## src/pkg/timer_counter_regs.vh

```
/*
 Register offsets, field positions, reset values and timing counts of the 8/16-bit timer/counter.
 Assumes it is included by bare name from the design files and holds definitions only.
*/
`ifndef TIMER_COUNTER_REGS_VH
`define TIMER_COUNTER_REGS_VH

// Register offsets on the 3-bit register address
`define OFS_COUNT_LOW 3'h0
`define OFS_COUNT_HIGH 3'h1
`define OFS_CONTROL_A 3'h2
`define OFS_CONTROL_B 3'h3
`define OFS_STATUS 3'h4

// control_reg_a fields
`define CA_ENABLE_BIT 7
`define CA_OUTPUT_BIT 5
`define CA_WIDTH_BIT 4
`define CA_POST_MSB 3
`define CA_POST_LSB 0

// control_reg_b fields
`define CB_SRC_MSB 7
`define CB_SRC_LSB 5
`define CB_ASYNC_BIT 4
`define CB_PRE_MSB 3
`define CB_PRE_LSB 0

// status register fields
`define ST_FLAG_BIT 0

// Reset values
`define RST_COUNT_LOW 8'h00
`define RST_COUNT_HIGH 8'hFF
`define RST_CONTROL_A 8'h00
`define RST_CONTROL_B 8'h00

// Clock source codes
`define SRC_PIN_TRUE 3'h0
`define SRC_PIN_INV 3'h1
`define SRC_SYS_DIV4 3'h2

// Instruction cycle is the system clock divided by this
`define SYS_DIV 4
`define SYS_DIV_LAST 2'h3

`endif

```

## src/verilog/pin_edge_sync.v

```verilog
/*
 Three-stage synchroniser with agreement filter and rising-edge pulse.
 Assumes the input may change at any time relative to clk_sys.
*/
module pin_edge_sync (
	// Clock and reset
	input wire clk_sys,
	input wire rst,
	// Asynchronous level in
	input wire pin_in,
	// Filtered level and its rising edge
	output reg level_q,
	output reg rise_q
);

reg s1_q;
reg s2_q;
reg s3_q;

// First stage feeds only the second
always @(posedge clk_sys or posedge rst) begin
	if (rst) begin
		s1_q <= 1'b0;
		s2_q <= 1'b0;
		s3_q <= 1'b0;
		level_q <= 1'b0;
		rise_q <= 1'b0;
	end else begin
		s1_q <= pin_in;
		s2_q <= s1_q;
		s3_q <= s2_q;
		rise_q <= 1'b0;
		// A change counts once stages two and three agree
		if (s2_q == s3_q) begin
			level_q <= s2_q;
			rise_q <= s2_q & ~level_q;
		end
	end
end

endmodule

```

## src/verilog/timer_counter.v

```verilog
/*
 8/16-bit timer/counter with prescaler, postscaler, buffered 16-bit access and period match.
 Assumes a register master on clk_sys with one-cycle strobes and external count pins from any domain.
*/
// Our own choices: strobed register access and the address map.
// What this block does
// One bit selects 8-bit or 16-bit counting
// Count rises after programmable 15-bit prescaler
// Low read copies live high into buffer
// Low write loads high from buffer atomically
// 8-bit match: pulse output, clear, reload period
// 8-bit: bytes read/write; reset low 0, high FF
// Low or control writes clear both scalers
// Counter mode: each input or prescaler edge +1
// Timer mode: one count per instruction cycle
// Async mode counts unsynchronised, also in sleep
// Sync mode aligns counting to instruction cycle
// Sync count clock must not exceed sysclk/4
// 3-bit field selects clock source
// Internal source: timer counts prescaled clock
// External source: counts prescaled rising edges
// Sixteen power-of-two prescales, software cannot see
// Postscaler 1:1 to 1:16, software cannot see
// Software accounts prescale and postscale in period
// Flag on 8-bit match or 16-bit rollover
// Flag every postscale-plus-one events
// Output toggles on each postscaled event
// Enable bit runs or stops the timer
// Disabled timer holds count, makes no events

`include "timer_counter_regs.vh"

module timer_counter #(
	parameter PRE_W = 15,
	parameter AUX_N = 5
) (
	// Clock and reset
	input wire clk_sys,
	input wire rst,
	// Register port
	input wire [2:0] reg_addr,
	input wire [7:0] reg_wdata,
	input wire reg_wr,
	input wire reg_rd,
	output reg [7:0] reg_rdata_q,
	// Count inputs
	input wire count_pin,
	input wire [AUX_N-1:0] aux_clk_in,
	input wire sleep,
	// Timer outputs
	output reg timer_output_q,
	output reg period_pulse_q,
	output reg timer_event_flag_q
);

////////////////////////////////////////////////////////////////////////////////

reg [7:0] count_low_q;
reg [7:0] count_high_q;
reg [7:0] count_high_buffer_q;
reg [7:0] period_buf_q;
reg [7:0] control_reg_a_q;
reg [7:0] control_reg_b_q;
reg [PRE_W-1:0] pre_cnt_q;
reg [3:0] post_cnt_q;
reg [1:0] div_q;
reg pending_q;

wire module_enable;
wire width_select;
wire async_enable;
wire [3:0] postscale_select;
wire [3:0] prescale_select;
wire [2:0] clock_source_select;

assign module_enable = control_reg_a_q[`CA_ENABLE_BIT];
assign width_select = control_reg_a_q[`CA_WIDTH_BIT];
assign postscale_select = control_reg_a_q[`CA_POST_MSB:`CA_POST_LSB];
assign clock_source_select = control_reg_b_q[`CB_SRC_MSB:`CB_SRC_LSB];
assign async_enable = control_reg_b_q[`CB_ASYNC_BIT];
assign prescale_select = control_reg_b_q[`CB_PRE_MSB:`CB_PRE_LSB];

wire wr_low;
wire wr_high;
wire wr_ctl_a;
wire wr_ctl_b;
wire wr_status;
wire rd_low;

assign wr_low = reg_wr & (reg_addr == `OFS_COUNT_LOW);
assign wr_high = reg_wr & (reg_addr == `OFS_COUNT_HIGH);
assign wr_ctl_a = reg_wr & (reg_addr == `OFS_CONTROL_A);
assign wr_ctl_b = reg_wr & (reg_addr == `OFS_CONTROL_B);
assign wr_status = reg_wr & (reg_addr == `OFS_STATUS);
assign rd_low = reg_rd & (reg_addr == `OFS_COUNT_LOW);

// Any of these restarts both scalers
wire scaler_clear;
assign scaler_clear = wr_low | wr_ctl_a | wr_ctl_b;

////////////////////////////////////////////////////////////////////////////////
// Clock source selection

// Instruction-cycle strobe from the system clock
wire quarter;
assign quarter = (div_q == `SYS_DIV_LAST);

always @(posedge clk_sys or posedge rst) begin
	if (rst) begin
		div_q <= 2'h0;
	end else begin
		div_q <= div_q + 2'h1;
	end
end

// Pin or auxiliary source, inversion applied ahead of the synchroniser
reg ext_raw;
always @* begin
	case (clock_source_select)
		`SRC_PIN_TRUE: ext_raw = count_pin;
		`SRC_PIN_INV: ext_raw = ~count_pin;
		`SRC_SYS_DIV4: ext_raw = 1'b0;
		default: ext_raw = aux_clk_in[clock_source_select - 3'h3];
	endcase
end

wire ext_rise;
pin_edge_sync u_src_sync (
	.clk_sys(clk_sys),
	.rst(rst),
	.pin_in(ext_raw),
	.level_q(),
	.rise_q(ext_rise)
);

// Source edge before the prescaler
wire src_edge;
assign src_edge = (clock_source_select == `SRC_SYS_DIV4) ? quarter : ext_rise;

// Sync mode halts in sleep; async keeps counting while its source runs
wire run;
assign run = module_enable & (async_enable | ~sleep);

////////////////////////////////////////////////////////////////////////////////
// Prescaler

// Low bits selected by the ratio; all ones means this edge completes a period
reg [PRE_W-1:0] pre_mask;
integer i;
always @* begin
	pre_mask = {PRE_W{1'b0}};
	for (i = 0; i < PRE_W; i = i + 1) begin
		if (i < prescale_select) begin
			pre_mask[i] = 1'b1;
		end
	end
end

wire pre_tick;
assign pre_tick = run & src_edge & ((pre_cnt_q & pre_mask) == pre_mask);

always @(posedge clk_sys or posedge rst) begin
	if (rst) begin
		pre_cnt_q <= {PRE_W{1'b0}};
	end else if (scaler_clear | ~module_enable) begin
		pre_cnt_q <= {PRE_W{1'b0}};
	end else if (run & src_edge) begin
		if ((pre_cnt_q & pre_mask) == pre_mask) begin
			pre_cnt_q <= {PRE_W{1'b0}};
		end else begin
			pre_cnt_q <= pre_cnt_q + {{(PRE_W-1){1'b0}}, 1'b1};
		end
	end
end

////////////////////////////////////////////////////////////////////////////////
// Synchronous alignment

// A prescaled edge off the strobe waits for the next instruction-cycle strobe; one on a strobe counts there and again at the next
always @(posedge clk_sys or posedge rst) begin
	if (rst) begin
		pending_q <= 1'b0;
	end else if (scaler_clear | ~module_enable) begin
		pending_q <= 1'b0;
	end else if (quarter) begin
		pending_q <= pre_tick & ~async_enable;
	end else if (pre_tick & ~async_enable) begin
		pending_q <= 1'b1;
	end
end

// Edges faster than the strobe merge, so only one count per instruction cycle
wire count_tick;
assign count_tick = async_enable ? pre_tick : (run & quarter & (pending_q | pre_tick));

////////////////////////////////////////////////////////////////////////////////
// Counter

wire low_full;
wire high_full;
wire period_hit;
assign low_full = (count_low_q == 8'hFF);
assign high_full = (count_high_q == 8'hFF);
assign period_hit = (count_low_q == period_buf_q);

// Match in 8-bit mode, wrap from all ones in 16-bit mode
wire count_event;
assign count_event = count_tick & (width_select ? (low_full & high_full) : period_hit);

always @(posedge clk_sys or posedge rst) begin
	if (rst) begin
		count_low_q <= `RST_COUNT_LOW;
		count_high_q <= 8'h00;
		period_buf_q <= `RST_COUNT_HIGH;
	end else if (wr_low) begin
		// Software write takes precedence over a count in the same cycle
		count_low_q <= reg_wdata;
		if (width_select) begin
			count_high_q <= count_high_buffer_q;
		end
	end else if (count_tick) begin
		if (width_select) begin
			count_low_q <= count_low_q + 8'h01;
			if (low_full) begin
				count_high_q <= count_high_q + 8'h01;
			end
		end else if (period_hit) begin
			count_low_q <= 8'h00;
			period_buf_q <= count_high_buffer_q;
		end else begin
			count_low_q <= count_low_q + 8'h01;
		end
	end
end

// High register: 16-bit buffer, or the period value in 8-bit mode
always @(posedge clk_sys or posedge rst) begin
	if (rst) begin
		count_high_buffer_q <= `RST_COUNT_HIGH;
	end else if (wr_high) begin
		count_high_buffer_q <= reg_wdata;
	end else if (rd_low & width_select) begin
		count_high_buffer_q <= count_high_q;
	end
end

////////////////////////////////////////////////////////////////////////////////
// Postscaler, flag and output

wire post_event;
assign post_event = count_event & (post_cnt_q == postscale_select);

always @(posedge clk_sys or posedge rst) begin
	if (rst) begin
		post_cnt_q <= 4'h0;
	end else if (scaler_clear | ~module_enable) begin
		post_cnt_q <= 4'h0;
	end else if (count_event) begin
		if (post_cnt_q == postscale_select) begin
			post_cnt_q <= 4'h0;
		end else begin
			post_cnt_q <= post_cnt_q + 4'h1;
		end
	end
end

always @(posedge clk_sys or posedge rst) begin
	if (rst) begin
		timer_event_flag_q <= 1'b0;
		timer_output_q <= 1'b0;
		period_pulse_q <= 1'b0;
	end else begin
		// New event wins over a clear in the same cycle
		if (post_event) begin
			timer_event_flag_q <= 1'b1;
		end else if (wr_status & reg_wdata[`ST_FLAG_BIT]) begin
			timer_event_flag_q <= 1'b0;
		end
		if (post_event) begin
			timer_output_q <= ~timer_output_q;
		end
		// High from the event until the next prescaled count
		if (post_event) begin
			period_pulse_q <= 1'b1;
		end else if (count_tick | ~module_enable) begin
			period_pulse_q <= 1'b0;
		end
	end
end

////////////////////////////////////////////////////////////////////////////////
// Control registers

always @(posedge clk_sys or posedge rst) begin
	if (rst) begin
		control_reg_a_q <= `RST_CONTROL_A;
		control_reg_b_q <= `RST_CONTROL_B;
	end else begin
		if (wr_ctl_a) begin
			// Output bit is read-only and bit 6 unimplemented
			control_reg_a_q <= {reg_wdata[7], 2'b00, reg_wdata[4:0]};
		end
		if (wr_ctl_b) begin
			control_reg_b_q <= reg_wdata;
		end
	end
end

////////////////////////////////////////////////////////////////////////////////
// Read port

// Scaler counts are never visible here
reg [7:0] rd_mux;
always @* begin
	case (reg_addr)
		`OFS_COUNT_LOW: rd_mux = count_low_q;
		`OFS_COUNT_HIGH: rd_mux = count_high_buffer_q;
		`OFS_CONTROL_A: rd_mux = {control_reg_a_q[7], 1'b0, timer_output_q, control_reg_a_q[4:0]};
		`OFS_CONTROL_B: rd_mux = control_reg_b_q;
		`OFS_STATUS: rd_mux = {7'h00, timer_event_flag_q};
		default: rd_mux = 8'h00;
	endcase
end

always @(posedge clk_sys or posedge rst) begin
	if (rst) begin
		reg_rdata_q <= 8'h00;
	end else if (reg_rd) begin
		reg_rdata_q <= rd_mux;
	end else begin
		reg_rdata_q <= 8'h00;
	end
end

endmodule

```

## config.mk

```make
export PLATFORM = sky130hd
export DESIGN_NAME = timer_counter
export DESIGN_NICKNAME = d
export VERILOG_FILES = /design/src/verilog/pin_edge_sync.v /design/src/verilog/timer_counter.v
export VERILOG_INCLUDE_DIRS = /design/src /design/src/pkg
export SDC_FILE = /design/constraint.sdc
export NUM_CORES = 1
export LEC_CHECK = 0
export BUFFER_PORTS_ARGS = -buffer_cell sky130_fd_sc_hd__clkbuf_2
export CAP_MARGIN = 0
export CORE_MARGIN = 3
export CORE_UTILIZATION = 35
export CTS_CLUSTER_DIAMETER = 80
export DETAILED_ROUTE_END_ITERATION = 16
export GPL_TIMING_DRIVEN = 0
export SETUP_SLACK_MARGIN = 0.1
export SLEW_MARGIN = 25
export SYNTH_ARGS = -nofsm -noshare
export SYNTH_HDL_FRONTEND = slang
export SYNTH_SLANG_ARGS = --single-unit
```

## constraint.sdc

```tcl
create_clock -name clk_sys -period 2.75 [get_ports clk_sys]
set_clock_uncertainty 0.2 [all_clocks]
set_input_delay 0.275 -clock clk_sys [delete_from_list [all_inputs] [get_ports clk_sys]]
set_output_delay 0.275 -clock clk_sys [all_outputs]
set_load 0.03 [all_outputs]
```

==> results.toml <==
[floorplan]
die_area_um2 = 14640
start_util_pct = 36.22
std_cell_rows = 41
die_w_um = 121.0
dieHeight_um = 121.0
core-area_um2 = 12770
ios = 33

[timing]
worst_slew_pin_slew_ns = 0.7712
maxSlewHeadroom_pct = 48.40
grt_setup_unrepaired = "true"
maxSlewViolCount = 0
finalHoldViolCount = 0
max_freq_mhz = 387.6
setup_viol = 0
finalCriticalPeriod_ns = 2.580
min_period_over_period_pct = 93.82

[layout]
multi_input_area_um2 = 2430
num_antenna_cells = 0
drive_gt1_share_pct = 25.33
nets = 551
fin_util_pct = 42.84
final_cells = 697
fillers = 1253
ff_latch_area_um2 = 2127
area_growth_pct = 18.28

[synth]
synth.net_count = 495
synth_edf_count = 0
async_flop_share_pct = 100.0
ys_seq_area_share_pct = 45.86
synth_area_um2 = 4627
avgSynthCellArea_um2 = 9.972
netlist-cell-type-count = 61
synth_flop_cell = "dfrtp_1"
synth_top_area_cell = "dfrtp_1"
ys.warnings.count = 0
yosysMostFrequentCell = "dfrtp_1"
synthTopCellsByArea = "dfrtp_1 (37%), dfstp_2 (9.1%), mux2_2 (5.8%)"
synthDominantCellAreaShare_pct = 36.78
synthTopCellsByCount = "dfrtp_1 (68), nand2_1 (54), nor2_1 (49)"
netlist_instances = 464
ys_ff_latch = 84

[power]
ir_drop_v = 0.0002761
leakagePower_nw = 2.345
powerDensity_nw_per_um2 = 636.0

[placement]
place_inst = 669
io_buffers = 32
dp_hpwl_mm = 8.381
gp_congestion = 0.8542

[cts]
cts_made_buffers = 9
cts_buffer_depth = 2
cts_tree = "yes"
clock-root-buffer = "clkbuf_16"
numClockSinks = 84
insertion_delay_ns = 0.34
clkTransAtPathRegs_ns = 0.06
ctsHtreeMaxLevel = 3

[hold_path]
hp-class = "in2reg"
hold_start = "reg_wdata[0]"

[global_route]
grtUsageTotal_pct = 16.95
gr-total-overflow = 0
antenna_found_initial = 0
grt_pass1_vias = 3751
grt_max_degree = 44
grt_pass1_wl_mm = 19.55

[setup_path]
critPathMaxFanout = 8
rr_startpoint = "control_reg_b_q[1]"
endpoint_kind = "flip-flop"
critPathKind = "reg2reg"
startpoint = "control_reg_b_q[1]"
cp.arrival_ns = 2.65
worstPathRequired_ns = 2.82
cp-start-kind = "flip-flop"

[detailed_routing]
wire_per_inst_um = 17.40
drtIter0Drc = 295
vias = 3784
via_per_inst = 5.429
drc_errors = 0
postRouteWirelength_mm = 12.13
ant_nets = 0
drtPass1Iterations = 5

[run]
drv_cap = 0

[outcome]
status = "completed"
## final cells by class
cell class	instances	share of cell area (%)
plain buffers	16	1.646
clock buffers	12	4.504
clock inverters	4	0.4572
inverters	15	1.075
multi-input cells	350	44.40
flip-flops and latches	84	38.87
well taps	172	3.932
repair buffers	44	5.121
## timing repair
item                                    CTS  global route
gates resized for setup                   8            16
pin swaps                                 4             8
endpoints found under the setup margin   31            33
hold buffers                              2             0
buffers inserted                          3             6
hold endpoints to repair                 37             0
cloned                                    1             0
## flip-flops by register name, summed over array words and instances, names as in the netlist
register and cells:
count_high_buffer_q 8, u_src_sync.rise_q 1, control_reg_b_q 8, control_reg_a_q 6
timer_event_flag_q 1, reg_rdata_q 8, pre_cnt_q 15, count_low_q 8
u_src_sync.level_q 1, period_pulse_q 1, u_src_sync.s3_q 1, u_src_sync.s2_q 1
count_high_q 8, u_src_sync.s1_q 1, post_cnt_q 4, timer_output_q 1
pending_q 1, div_q 2, period_buf_q 8
## routing by layer
layer  GRT usage (%)  part of all wire [%]
met2           26.22                    46
met3           2.704                   5.1
met4           7.011                   1.6
met5               0                     0
met1           23.69                    47
## worst max-delay path, stage by stage, from the launching register on
cell     delay (ns)
dfrtp_1        0.38
buf_6          0.14
a21oi_1        0.14
nor2_1         0.06
o41ai_2        0.42
o211a_2        0.29
buf_12         0.12
a21oi_4        0.09
or4b_1         0.48
a31oi_1        0.17
## stage by stage
stage	TNS [ns]	setup WS [ns]	area (um2)	power, mW	hold WS (ns)
global placement	-59.80	-0.8654	5002	2.274	0.1415
detailed placement	-1.032	-0.1443	5025	2.295	0.1365
floorplan	0	0.1363	4627	2.080	0.1312
finish	0	0.1701	5473	3.481	0.01032
global route	0	0.05415	5473	3.661	0.03484
CTS	0	0.1264	5376	3.445	0.01175
## final timing paths
path                                     endpoint  slack (ns)  depth (start not counted)
setup / recovery                   count_low_q[5]        0.17                          9
hold / removal             count_high_buffer_q[0]        0.01                          3
setup reg to reg                   count_low_q[5]        0.17                          9
hold reg to reg                   u_src_sync.s2_q        0.15                          0
max in group asynchronous         period_buf_q[0]        1.34                          4
min in group asynchronous         u_src_sync.s3_q        0.33                          3
## power breakdown
group / internal, mW / leakage (nW) / switching (mW)
combinational: 0.351 / 1.18 / 0.385
sequential: 1.43 / 1.03 / 0.191
clock: 0.634 / 0.129 / 0.492
## cell usage in the layout (no fill, tap or decap), types with 4 or more instances in the layout
master     synthesis  routed
dfrtp_1           68      64
nand2_1           54      54
nor2_1            49      49
clkbuf_2           0      33
mux2_2            24      24
o21ai_0           21      21
a21oi_1           21      20
xnor2_1           16      16
dfstp_2           16      16
nand3_1           14      14
inv_1             14      13
nor2b_1           12      11
a22oi_1           11      11
nand4_1           11      11
and3_1            10      10
buf_4              2      10
clkbuf_1           9       9
clkbuf_16          0       9
ha_1               9       8
mux2i_1            7       7
xor2_1             7       7
mux4_2             7       7
a31oi_1            7       7
nand2b_1           5       5
nor3_1             5       5
and2_1             4       4
nor4_1             5       4
nor3b_1            4       4
dfrtp_2            0       4
## logic make-up (layout without fill, tap and decap cells)
logic type,after synthesis,in the layout,synth area share (%)
fa+ha+maj,9,9,2.434
buf+inv,31,91,2.920
compound gates,90,91,12.98
mux,38,38,10.76
xor+xnor,23,23,4.354
flops,84,84,45.86
simple gates,189,189,20.69
Note: power is estimated with default switching activity, not from simulation.
